`config.mk`:
```
export PLATFORM = sky130hd
export DESIGN_NAME = tpc_timer
export DESIGN_NICKNAME = d
export VERILOG_FILES = /design/src/rtl/tpc_pkg.sv /design/src/rtl/tpc_timer.sv
export SDC_FILE = /design/constraint.sdc
export NUM_CORES = 1
export LEC_CHECK = 0
export BUFFER_PORTS_ARGS = -buffer_cell sky130_fd_sc_hd__buf_2
export CORE_ASPECT_RATIO = 0.9
export CORE_MARGIN = 2
export CORE_UTILIZATION = 55
export CTS_CLUSTER_DIAMETER = 40
export DETAILED_ROUTE_END_ITERATION = 7
export GPL_TIMING_DRIVEN = 0
export MAX_ROUTING_LAYER = met4
export PLACE_DENSITY = 0.82
export SETUP_SLACK_MARGIN = 0.1
export SKIP_CTS_REPAIR_TIMING = 1
export SYNTH_ARGS = -nofsm -noshare
export SYNTH_HDL_FRONTEND = slang
export SYNTH_SLANG_ARGS = --single-unit
```
`constraint.sdc`:
```
create_clock -name clk_in -period 3.59 [get_ports clk_in]
set_input_delay 0.1795 -clock clk_in [delete_from_list [all_inputs] [get_ports clk_in]]
set_output_delay 0.1795 -clock clk_in [all_outputs]
set_load 0.05 [all_outputs]
```
`src/rtl/tpc_pkg.sv`:
```
// Constants, register map and encodings for the timer control block.
// Assumes a single 250 MHz clock and a plain strobe register port.
//
// Summary of operation
// - Prescale codes 0-7 divide clock 1..1024
// - Counter and waveforms run only when enabled
// - Output enable routes waveform onto pin
// - Auto-lock holds lock until enabled compare buffers valid
// - Lock clears, sets again at update
// - Without auto-lock, hardware never touches lock
// - Mode sets top, update, overflow points
// - Normal mode drives no waveform
// - Disabled: output value bits drive waveform
// - Split select only drives split_mode_select_out; counter stays 16-bit
// - Clear register: ones clear control bits
// - Set register: ones set control bits
// - Command field: none, update, restart, reset
// - Hard reset ignored while enabled
// - Command field always reads zero
// - Lock set blocks buffer transfer
// - Lock clear transfers at update
// - Direction zero counts up, one down
// - Hardware or software may change direction
// - Buffer valid sets on write, clears at update
package tpc_pkg;
   localparam logic [7:0] TPC_OFS_CTRL_A    = 8'h00;
   localparam logic [7:0] TPC_OFS_MODE      = 8'h01;
   localparam logic [7:0] TPC_OFS_LEVEL     = 8'h02;
   localparam logic [7:0] TPC_OFS_SPLIT     = 8'h03;
   localparam logic [7:0] TPC_OFS_CMD_CLR   = 8'h04;
   localparam logic [7:0] TPC_OFS_CMD_SET   = 8'h05;
   localparam logic [7:0] TPC_OFS_BV_CLR    = 8'h06;
   localparam logic [7:0] TPC_OFS_BV_SET    = 8'h07;
   localparam logic [7:0] TPC_OFS_COUNT     = 8'h20;
   localparam logic [7:0] TPC_OFS_TOP       = 8'h26;
   localparam logic [7:0] TPC_OFS_CMP0      = 8'h28;
   localparam logic [7:0] TPC_OFS_TOP_BUF   = 8'h36;
   localparam logic [7:0] TPC_OFS_CMP0_BUF  = 8'h38;
   localparam logic [7:0] TPC_RST_BYTE      = 8'h00;
   localparam logic [15:0] TPC_RST_TOP      = 16'hffff;
   localparam logic [15:0] TPC_RST_WORD     = 16'h0000;
   localparam int TPC_CH                    = 3;
   localparam int TPC_BIT_AUTO_LOCK_UPDATE             = 3;
   localparam int TPC_BIT_CMPEN             = 4;
   localparam logic [2:0] TPC_WG_NORMAL     = 3'h0;
   localparam logic [2:0] TPC_WG_FREQ       = 3'h1;
   localparam logic [2:0] TPC_WG_ONE_RAMP   = 3'h3;
   localparam logic [2:0] TPC_WG_DS_TOP     = 3'h5;
   localparam logic [2:0] TPC_WG_DS_BOTH    = 3'h6;
   localparam logic [2:0] TPC_WG_DS_BOTTOM  = 3'h7;
   localparam logic [1:0] TPC_CMD_NONE      = 2'h0;
   localparam logic [1:0] TPC_CMD_UPDATE    = 2'h1;
   localparam logic [1:0] TPC_CMD_RESTART   = 2'h2;
   localparam logic [1:0] TPC_CMD_RESET     = 2'h3;
endpackage : tpc_pkg

```
`src/rtl/tpc_timer.sv`:
```
// Timer control block: 16-bit counter, three compare channels, control regs.
// Registers over address/strobe port; read data valid one cycle after strobe.
`timescale 1ns/1ns
`default_nettype none
module tpc_timer
   import tpc_pkg::*;
(
   input  wire logic                clk_in,
   input  wire logic                reset_n_in,
   input  wire logic                clk_en_in,
   input  wire logic [7:0]          addr_in,
   input  wire logic [7:0]          wdata_in,
   input  wire logic                wr_in,
   input  wire logic                rd_in,
   output logic      [7:0]          rdata_out,
   output logic      [TPC_CH-1:0]   waveform_output_n_out,
   output logic      [TPC_CH-1:0]   pin_override_out,
   output logic                     overflow_out,
   output logic                     split_mode_select_out
);
   ////////////////////////////////////////////////////////////////////////
   logic [7:0]  ctrl_a_reg;
   logic [7:0]  mode_reg;
   logic [2:0]  level_reg;
   logic        split_reg;
   logic        lock_update_reg;
   logic        dir_reg;
   logic [3:0]  bv_reg;
   logic [15:0] count_reg;
   logic [15:0] top_reg;
   logic [15:0] top_buf_reg;
   logic [15:0] cmp_reg [TPC_CH];
   logic [15:0] cbuf_reg [TPC_CH];
   logic [9:0]  pre_reg;
   logic [7:0]  temp_reg;
   logic [7:0]  rdata_reg;
   logic [TPC_CH-1:0] wave_reg;
   logic [TPC_CH-1:0] ovr_reg;
   logic        ovf_reg;

   wire         enable      = ctrl_a_reg[0];
   wire [2:0]   presc       = ctrl_a_reg[3:1];
   wire [2:0]   wg_mode     = mode_reg[2:0];
   wire         auto_lock   = mode_reg[TPC_BIT_AUTO_LOCK_UPDATE];
   wire [2:0]   cmp_en      = mode_reg[TPC_BIT_CMPEN +: 3];
   wire         wr_cmd_clr  = wr_in && addr_in == TPC_OFS_CMD_CLR;
   wire         wr_cmd_set  = wr_in && addr_in == TPC_OFS_CMD_SET;
   wire [1:0]   cmd         = (wr_cmd_clr || wr_cmd_set) ? wdata_in[3:2] : TPC_CMD_NONE;
   wire         dual_slope  = wg_mode[2] && (wg_mode != 3'h4);

   ////////////////////////////////////////////////////////////////////////
   // Prescaler tick select
   logic tick;
   always_comb begin
      case (presc)
         3'h0: tick = 1'b1;
         3'h1: tick = pre_reg[0];
         3'h2: tick = &pre_reg[1:0];
         3'h3: tick = &pre_reg[2:0];
         3'h4: tick = &pre_reg[3:0];
         3'h5: tick = &pre_reg[5:0];
         3'h6: tick = &pre_reg[7:0];
         default: tick = &pre_reg[9:0];
      endcase
   end
   wire run = enable && tick;

   wire [15:0] top_val = (wg_mode == TPC_WG_FREQ) ? cmp_reg[0] : top_reg;
   wire at_top    = (count_reg == top_val) && !dir_reg;
   wire at_bottom = (count_reg == TPC_RST_WORD) && dir_reg;
   wire bot_single = (count_reg == top_val) && !dir_reg;

   // Update points; dual slope at bottom
   logic upd_pt;
   logic ovf_pt;
   always_comb begin
      case (wg_mode)
         TPC_WG_NORMAL, TPC_WG_FREQ: begin
            upd_pt = at_top;
            ovf_pt = at_top;
         end
         TPC_WG_ONE_RAMP: begin
            upd_pt = bot_single;
            ovf_pt = bot_single;
         end
         TPC_WG_DS_TOP: begin
            upd_pt = at_bottom;
            ovf_pt = at_top;
         end
         TPC_WG_DS_BOTH: begin
            upd_pt = at_bottom;
            ovf_pt = at_top || at_bottom;
         end
         TPC_WG_DS_BOTTOM: begin
            upd_pt = at_bottom;
            ovf_pt = at_bottom;
         end
         default: begin
            upd_pt = 1'b0;
            ovf_pt = 1'b0;
         end
      endcase
   end
   wire update_cond = (run && upd_pt) || cmd == TPC_CMD_UPDATE;
   wire transfer    = update_cond && !lock_update_reg;
   wire hard_reset  = cmd == TPC_CMD_RESET && !enable;
   wire restart     = cmd == TPC_CMD_RESTART;

   ////////////////////////////////////////////////////////////////////////
   // Register writes
   wire wr_a    = wr_in && addr_in == TPC_OFS_CTRL_A;
   wire wr_mode = wr_in && addr_in == TPC_OFS_MODE;
   wire wr_lvl  = wr_in && addr_in == TPC_OFS_LEVEL;
   wire wr_spl  = wr_in && addr_in == TPC_OFS_SPLIT;
   wire wr_bvc  = wr_in && addr_in == TPC_OFS_BV_CLR;
   wire wr_bvs  = wr_in && addr_in == TPC_OFS_BV_SET;
   wire wr_lo   = wr_in && !addr_in[0];
   wire wr_hi   = wr_in && addr_in[0];
   wire [7:0] word_a = {addr_in[7:1], 1'b0};
   wire [15:0] wword = {wdata_in, temp_reg};

   wire [3:0] bv_written;
   assign bv_written[0] = wr_hi && word_a == TPC_OFS_TOP_BUF;
   genvar g;
   generate
      for (g = 0; g < TPC_CH; g++) begin : g_bv
         assign bv_written[g+1] = wr_hi && word_a == TPC_OFS_CMP0_BUF + 8'(2*g);
      end
   endgenerate

   wire all_valid = &(bv_reg[3:1] | ~cmp_en);

   always_ff @(posedge clk_in) begin
      if (!reset_n_in) begin
         ctrl_a_reg <= TPC_RST_BYTE;
         mode_reg   <= TPC_RST_BYTE;
         split_reg  <= 1'b0;
         temp_reg   <= TPC_RST_BYTE;
         pre_reg    <= '0;
      end else if (clk_en_in) begin
         pre_reg <= enable ? pre_reg + 10'h001 : '0;
         if (wr_a)
            ctrl_a_reg <= {wdata_in[7], 3'h0, wdata_in[3:0]};
         if (wr_mode)
            mode_reg <= {1'b0, wdata_in[6:0]};
         if (wr_spl)
            split_reg <= wdata_in[0];
         if (wr_lo)
            temp_reg <= wdata_in;
         if (hard_reset) begin
            ctrl_a_reg <= TPC_RST_BYTE;
            mode_reg   <= TPC_RST_BYTE;
            split_reg  <= 1'b0;
         end
      end
   end

   // Lock, direction and buffer valid
   always_ff @(posedge clk_in) begin
      if (!reset_n_in) begin
         lock_update_reg <= 1'b0;
         dir_reg         <= 1'b0;
         bv_reg          <= 4'h0;
      end else if (clk_en_in) begin
         if (wr_cmd_clr) begin
            lock_update_reg <= lock_update_reg & ~wdata_in[1];
            dir_reg         <= dir_reg & ~wdata_in[0];
         end
         if (wr_cmd_set) begin
            lock_update_reg <= lock_update_reg | wdata_in[1];
            dir_reg         <= dir_reg | wdata_in[0];
         end
         // Hardware turns direction in dual slope
         if (run && dual_slope && at_top)
            dir_reg <= 1'b1;
         else if (run && dual_slope && at_bottom)
            dir_reg <= 1'b0;
         if (auto_lock) begin
            if (transfer)
               lock_update_reg <= 1'b1;
            else if (lock_update_reg && all_valid)
               lock_update_reg <= 1'b0;
         end
         // Valid clears on update, write wins
         if (wr_bvc)
            bv_reg <= bv_reg & ~wdata_in[3:0];
         if (transfer)
            bv_reg <= 4'h0;
         if (wr_bvs)
            bv_reg <= bv_reg | wdata_in[3:0];
         bv_reg[0] <= bv_written[0] | (bv_reg[0] & ~transfer & ~(wr_bvc & wdata_in[0]))
                      | (wr_bvs & wdata_in[0]);
         for (int i = 1; i < 4; i++)
            bv_reg[i] <= bv_written[i] | (bv_reg[i] & ~transfer & ~(wr_bvc & wdata_in[i]))
                         | (wr_bvs & wdata_in[i]);
         if (hard_reset) begin
            lock_update_reg <= 1'b0;
            dir_reg         <= 1'b0;
            bv_reg          <= 4'h0;
         end
      end
   end

   // Counter, period and compare registers
   always_ff @(posedge clk_in) begin
      if (!reset_n_in) begin
         count_reg   <= TPC_RST_WORD;
         top_reg     <= TPC_RST_TOP;
         top_buf_reg <= TPC_RST_TOP;
         for (int i = 0; i < TPC_CH; i++) begin
            cmp_reg[i]  <= TPC_RST_WORD;
            cbuf_reg[i] <= TPC_RST_WORD;
         end
      end else if (clk_en_in) begin
         // Up when zero, down when one
         if (run) begin
            if (!dir_reg)
               count_reg <= (at_top && !dual_slope) ? TPC_RST_WORD : count_reg + 16'h0001;
            else
               count_reg <= (count_reg == TPC_RST_WORD && !dual_slope) ? top_val
                            : count_reg - 16'h0001;
            if (dual_slope && at_top)
               count_reg <= count_reg - 16'h0001;
            if (dual_slope && at_bottom)
               count_reg <= count_reg + 16'h0001;
         end
         if (wr_hi && word_a == TPC_OFS_COUNT)
            count_reg <= wword;
         if (wr_hi && word_a == TPC_OFS_TOP)
            top_reg <= wword;
         if (bv_written[0])
            top_buf_reg <= wword;
         for (int i = 0; i < TPC_CH; i++) begin
            if (wr_hi && word_a == TPC_OFS_CMP0 + 8'(2*i))
               cmp_reg[i] <= wword;
            if (bv_written[i+1])
               cbuf_reg[i] <= wword;
         end
         if (transfer) begin
            if (bv_reg[0])
               top_reg <= top_buf_reg;
            for (int i = 0; i < TPC_CH; i++)
               if (bv_reg[i+1])
                  cmp_reg[i] <= cbuf_reg[i];
         end
         if (restart)
            count_reg <= TPC_RST_WORD;
         if (hard_reset) begin
            count_reg   <= TPC_RST_WORD;
            top_reg     <= TPC_RST_TOP;
            top_buf_reg <= TPC_RST_TOP;
            for (int i = 0; i < TPC_CH; i++) begin
               cmp_reg[i]  <= TPC_RST_WORD;
               cbuf_reg[i] <= TPC_RST_WORD;
            end
         end
      end
   end

   ////////////////////////////////////////////////////////////////////////
   // Waveform generator
   logic [TPC_CH-1:0] wave_next;
   always_comb begin
      wave_next = wave_reg;
      for (int i = 0; i < TPC_CH; i++) begin
         if (wg_mode == TPC_WG_FREQ)
            wave_next[i] = (run && at_top) ? ~wave_reg[i] : wave_reg[i];
         else if (wg_mode == TPC_WG_ONE_RAMP)
            wave_next[i] = run ? (count_reg + 16'h0001 < cmp_reg[i] || bot_single)
                               : wave_reg[i];
         else if (dual_slope)
            wave_next[i] = run ? (count_reg < cmp_reg[i]) : wave_reg[i];
      end
   end

   wire [TPC_CH-1:0] wave_d = hard_reset ? 3'h0
                              : (wr_lvl && !enable) ? wdata_in[2:0] : wave_next;
   // Pin override only outside normal mode
   wire [TPC_CH-1:0] ovr_d  = (wg_mode == TPC_WG_NORMAL) ? 3'h0 : cmp_en;
   // Pin level built from the same next values, so it never lags its override
   logic [TPC_CH-1:0] wout_reg;

   always_ff @(posedge clk_in) begin
      if (!reset_n_in) begin
         wave_reg  <= 3'h0;
         level_reg <= 3'h0;
         ovr_reg   <= 3'h0;
         wout_reg  <= 3'h0;
         ovf_reg   <= 1'b0;
      end else if (clk_en_in) begin
         wave_reg <= wave_d;
         if (wr_lvl)
            level_reg <= wdata_in[2:0];
         ovr_reg  <= ovr_d;
         wout_reg <= wave_d & ovr_d;
         ovf_reg  <= run && ovf_pt;
         if (hard_reset)
            level_reg <= 3'h0;
      end
   end
   assign waveform_output_n_out = wout_reg;
   assign pin_override_out      = ovr_reg;
   assign overflow_out          = ovf_reg;
   assign split_mode_select_out = split_reg;

   ////////////////////////////////////////////////////////////////////////
   // Read path; command field reads zero
   wire [7:0] e_read = {6'h00, lock_update_reg, dir_reg};
   logic [7:0] rmux;
   always_comb begin
      case (addr_in)
         TPC_OFS_CTRL_A:  rmux = ctrl_a_reg;
         TPC_OFS_MODE:    rmux = mode_reg;
         TPC_OFS_LEVEL:   rmux = enable ? {5'h00, level_reg} : {5'h00, wave_reg};
         TPC_OFS_SPLIT:   rmux = {7'h00, split_reg};
         TPC_OFS_CMD_CLR, TPC_OFS_CMD_SET: rmux = e_read;
         TPC_OFS_BV_CLR, TPC_OFS_BV_SET:   rmux = {4'h0, bv_reg};
         default:         rmux = 8'h00;
      endcase
   end
   always_ff @(posedge clk_in) begin
      if (!reset_n_in)
         rdata_reg <= 8'h00;
      else if (clk_en_in)
         rdata_reg <= rd_in ? rmux : 8'h00;
   end
   assign rdata_out = rdata_reg;

   ////////////////////////////////////////////////////////////////////////
   // Hard reset refused while enabled
   property p_hard_reset_ignored;
      @(posedge clk_in) disable iff (!reset_n_in)
      (clk_en_in && enable && wr_cmd_set && wdata_in[3:2] == TPC_CMD_RESET)
         |=> ctrl_a_reg[0];
   endproperty
   a_hard_reset_ignored: assert property (p_hard_reset_ignored)
      else $error("hard reset acted while enabled");

   property p_lock_stable;
      @(posedge clk_in) disable iff (!reset_n_in)
      (!auto_lock && !wr_cmd_clr && !wr_cmd_set && !hard_reset) |=> $stable(lock_update_reg);
   endproperty
   a_lock_stable: assert property (p_lock_stable)
      else $error("lock changed without software");

   property p_no_copy_locked;
      @(posedge clk_in) disable iff (!reset_n_in)
      (clk_en_in && lock_update_reg && !hard_reset
       && !(wr_in && addr_in == TPC_OFS_CMP0 + 8'h01)) |=> $stable(cmp_reg[0]);
   endproperty
   a_no_copy_locked: assert property (p_no_copy_locked)
      else $error("compare changed while locked");

   property p_normal_quiet;
      @(posedge clk_in) disable iff (!reset_n_in)
      (clk_en_in && wg_mode == TPC_WG_NORMAL) |=> pin_override_out == 3'h0;
   endproperty
   a_normal_quiet: assert property (p_normal_quiet)
      else $error("pin driven in normal mode");

   property p_valid_on_write;
      @(posedge clk_in) disable iff (!reset_n_in)
      (clk_en_in && bv_written[1]) |=> bv_reg[1];
   endproperty
   a_valid_on_write: assert property (p_valid_on_write)
      else $error("buffer write left valid flag clear");

   property p_count_down;
      @(posedge clk_in) disable iff (!reset_n_in)
      (clk_en_in && run && dir_reg && !dual_slope && count_reg != TPC_RST_WORD && !wr_in)
         |=> count_reg == $past(count_reg) - 16'h0001;
   endproperty
   a_count_down: assert property (p_count_down)
      else $error("down count did not decrement");

   property p_stopped_quiet;
      @(posedge clk_in) disable iff (!reset_n_in)
      (clk_en_in && !enable) |=> !overflow_out;
   endproperty
   a_stopped_quiet: assert property (p_stopped_quiet)
      else $error("overflow while disabled");
endmodule : tpc_timer
`default_nettype wire

```
==> PnR_summary.wiki <==
{| class="wikitable"
! Metric !! Value
|-
| Status || finished with violations
|-
| Violated checks || negative setup slack
|-
| Non-filler instance count after layout || approximately 1.8k
|-
| Synthesis-stage register bit count || 202
|-
| Die width || around 160 um
|-
| Global-route wire length before repair || about 67,000 um
|-
| Endpoint of the worst-slack reg-to-reg timing path || cmp_reg[0][25]
|-
| Clk_lat worst skew || roughly 0.59 ns
|-
| Vias || between 10k and 15k
|-
| Hold depth || 3
|-
| Library cell used as clock root buffer || sky130_fd_sc_hd__clkbuf_16
|-
| Standby leakage power || between 6 and 7 nW
|-
| Arrival @ worst endpoint || ~4.2 ns
|-
| Max-capacitance violation count || 0
|-
| Final worst path period need || between 3 and 4 ns
|-
| Placed insts || 1,702
|-
| Top FF cell, synth || sky130_fd_sc_hd__dfxtp_1
|-
| Maximum buffer depth of the clock tree || 3
|-
| Cells along the critical path || buf_6, nor3b_4, buf_6, mux2i_4, o221ai_2, or3_4, buf_6, or3_1, buf_6, o41ai_4, buf_6, nand4b_4, clkbuf_16, mux2_4
|-
| Global Route Usage Sum || between 30% and 40%
|-
| Maximum fanout count along the critical path || 6
|-
| Number of antenna violations at the first check in global routing || 1
|-
| Launch point of the worst hold path || rd_in
|-
| Synth unique cells || 70
|-
| Maximum number of pins on one net before global-route repair || 17
|-
| Iteration count of the initial detailed-routing pass || 8
|-
| Avg Inst Size Synth || slightly above 9 um2
|-
| Total nets after synthesis || 1,485
|-
| Total I/O pin count || 37
|-
| Worst setup SP type || flip-flop
|-
| Part of the cycle the worst path needs || 107%
|-
| Cell row count || 52
|-
| Final standard cell area without fillers || around 16,000 um2
|-
| Number of warnings reported in the yosys synthesis log || 0
|-
| Total congestion overflow || 0
|-
| Floorplan die area || 24,400 um2
|-
| Routability cong. || between 1 and 1.5
|-
| TritonCTS clock tree || done
|-
| Via density || approximately 6.8
|-
| Core footprint || between 20,000 and 25,000 um2
|-
| Async set-reset flop share out of synthesis || 0%
|-
| Cell accounting for the most synthesized area || sky130_fd_sc_hd__edfxtp_1
|-
| Number of remaining DRC errors || 0
|-
| Number of cells on the worst reg-to-reg path || 14
|-
| Startpoint-to-endpoint class of the critical path || reg -> reg
|-
| Cell type with the highest occurrence count on the critical path || sky130_fd_sc_hd__buf_6
|-
| Largest incremental delay on the critical path || approximately 0.42 ns
|-
| Post-synth EDFFs || 96
|-
| Synthesis-to-finish area growth || 21.8%
|-
| Synthesized instance count || ~1.4k
|-
| CTS buffer count || 28
|-
| Ratio of cells with drive above 1 in the final layout || 20.0%
|-
| Power density over the cells || approximately 370 nW/um2
|-
| Crit path required time || roughly 3.9 ns
|-
| Library cell contributing the largest single delay on the critical path || sky130_fd_sc_hd__or3_4
|-
| End point of the worst hold path || rdata_out[2]
|-
| Final Max Tran Viols || 0
|-
| Setup slack of the worst register-to-register path || -0.26 ns
|-
| Relative slew slack || roughly 7.9%
|-
| # H-tree levels || 1
|-
| Estimated wirelength of the detail-placed design || roughly 34,000 um
|-
| Num Clock Sinks || a little over 200
|-
| Class of the tightest hold or removal check || in -> reg
|-
| Clock Skews || around 0.053 ns
|-
| Final wirelength || between 40,000 and 50,000 um
|-
| Launching point of the worst reg2reg path || mode_reg[0]
|-
| Clock slew at reported path FFs || ~0.060 ns
|-
| Area share of the largest cell type after synthesis || 22.6%
|-
| Proportion of synthesized chip area in sequential cells || between 30% and 40%
|-
| Ranking of synthesized cells by area || sky130_fd_sc_hd__edfxtp_1, sky130_fd_sc_hd__dfxtp_1, sky130_fd_sc_hd__ha_1
|-
| Final hold viol count || 0
|-
| Kind of capture point of the worst setup path || flip-flop
|-
| Initial DRC Count || between 1.5k and 2k
|-
| Total of buffers placed on input and output ports || 35
|-
| Average wire per standard cell || ~27 um
|-
| Maximum clock rate || 0.260 GHz
|-
| Unrepaired setup endpoints after global routing || yes
|-
| Final Power || 5.77 mW
|-
| Slew of the pin with the lowest slew margin || roughly 1.4 ns
|-
| Placed standard-cell area || between 10,000 and 15,000 um2
|-
| Largest vdd supply drop || ~0.00046 V
|-
| Starting density of the core || between 50% and 60%
|-
| Final net count || 1,607
|-
| Chip height || 148 um
|-
| Crit path setup slack, layout || -0.260 ns
|-
| Via count of the first global-routing pass || ~11k
|-
| Final setup violation count || 96
|-
| Syn Std Cell Area || 12,700 um2
|-
| Antenna-violating nets left || 0
|}
[cells in the final DEF, fill, tap and decap left out, drive strengths merged, types with 74 or more instances in the layout]
master / netlist / layout
o21ai: 81 / 81
nand2: 136 / 139
nor2: 94 / 94
dfxtp: 106 / 106
clkbuf: 70 / 91
edfxtp: 96 / 96
inv: 66 / 74
buf: 9 / 107
ha: 95 / 95
[cells in the mapped netlist (14+ instances only)]
master	instances
sky130_fd_sc_hd__mux2i_1	25
sky130_fd_sc_hd__mux2_4	27
sky130_fd_sc_hd__o21ai_0	78
sky130_fd_sc_hd__mux2_2	23
sky130_fd_sc_hd__nand3_1	34
sky130_fd_sc_hd__a22oi_1	17
sky130_fd_sc_hd__nand2_1	136
sky130_fd_sc_hd__clkbuf_1	70
sky130_fd_sc_hd__nor2b_1	20
sky130_fd_sc_hd__nor3_1	49
sky130_fd_sc_hd__edfxtp_1	96
sky130_fd_sc_hd__nor2_1	94
sky130_fd_sc_hd__dfxtp_1	106
sky130_fd_sc_hd__xnor2_1	29
sky130_fd_sc_hd__a21boi_0	21
sky130_fd_sc_hd__a21oi_1	50
sky130_fd_sc_hd__a21o_1	14
sky130_fd_sc_hd__nand4_1	24
sky130_fd_sc_hd__xor2_1	19
sky130_fd_sc_hd__o22ai_1	22
sky130_fd_sc_hd__inv_1	66
sky130_fd_sc_hd__ha_1	95
sky130_fd_sc_hd__and2_1	42
sky130_fd_sc_hd__and3_1	24
[metrics by stage]
step | hold WS (ns) | setup WS, ns | util [%] | setup TNS (ns)
6_report | 0.00453 | -0.260 | 68.5 | -16.47
4_1_cts | 0.00132 | -0.957 | 63.3 | -80.45
3_5_place_dp | 0.443 | -0.916 | 58.9 | -105.72
5_1_grt | 0.0123 | -0.265 | 68.5 | -17.80
3_3_place_gp | 0.428 | -0.940 | 58.8 | -98.56
2_1_floorplan | 0.311 | 0.139 | - | 0
[critical path: cells and delay by family, from the launching register on]
kind | cells | cell delay, ns
buffers and inverters | 6 | 1.08
flip-flops | 1 | 0.32
multiplexers | 2 | 0.59
AND/OR/NAND/NOR | 4 | 1.19
AO/OA/AOI/OAI | 2 | 0.42
[worst max-delay path by stage]
stage | startpoint | endpoint | slack (ns)
3_3_place_gp | count_reg[0] | waveform_output_n_out[1] | -0.94
2_1_floorplan | mode_reg[0] | cmp_reg[0][22] | 0.14
3_5_place_dp | count_reg[0] | waveform_output_n_out[1] | -0.92
6_report | mode_reg[0] | cmp_reg[0][25] | -0.26
5_1_grt | mode_reg[0] | cmp_reg[0][9] | -0.26
4_1_cts | count_reg[0] | waveform_output_n_out[1] | -0.96
[layer usage]
| layer | up-vias | global-route usage [%] | routed length [um] |
|---|---|---|---|
| li1 | 5332 | - | - |
| met1 | 5801 | 51.1 | 18600 |
| met2 | 941 | 53.5 | 20200 |
| met3 | 192 | 11.4 | 6930 |
| met4 | 0 | 13.7 | 2650 |
| met5 | - | - | 0 |
[area by class of cell]
class,instances,area [um2]
multi-input cells,1028,7740
fillers,1701,7130
flip-flops and latches,202,5020
clock buffers,33,739
repair buffers,86,659
plain buffers,79,470
well taps,297,372
clock inverters,19,263
inverters,66,248
diodes,1,2.50
[report_power, final]
| part | total, mW | leakage [nW] | switching [mW] | internal [mW] |
|---|---|---|---|---|
| clock network | 2.98 | 0.487 | 1.18 | 1.80 |
| registers | 2.49 | 1.81 | 0.0359 | 2.46 |
| logic | 0.301 | 4.14 | 0.225 | 0.0755 |
[kinds of logic (layout without fill, tap and decap cells)]
kind of cell               after synthesis  count (layout)  synth area share (%)
AOI/OAI and AO/OA                      317             317                  16.9
xor gates and xnor gates                48              48                  3.30
adders and majority gates               95              95                  9.33
buffers and inverters                  145             283                  4.58
DFF                                    202             202                  39.3
muxes                                   76              76                  7.29
other                                    0               1                     0
and+or+nand+nor                        486             492                  19.3
No activity file was read; power rests on OpenSTA's default activity.
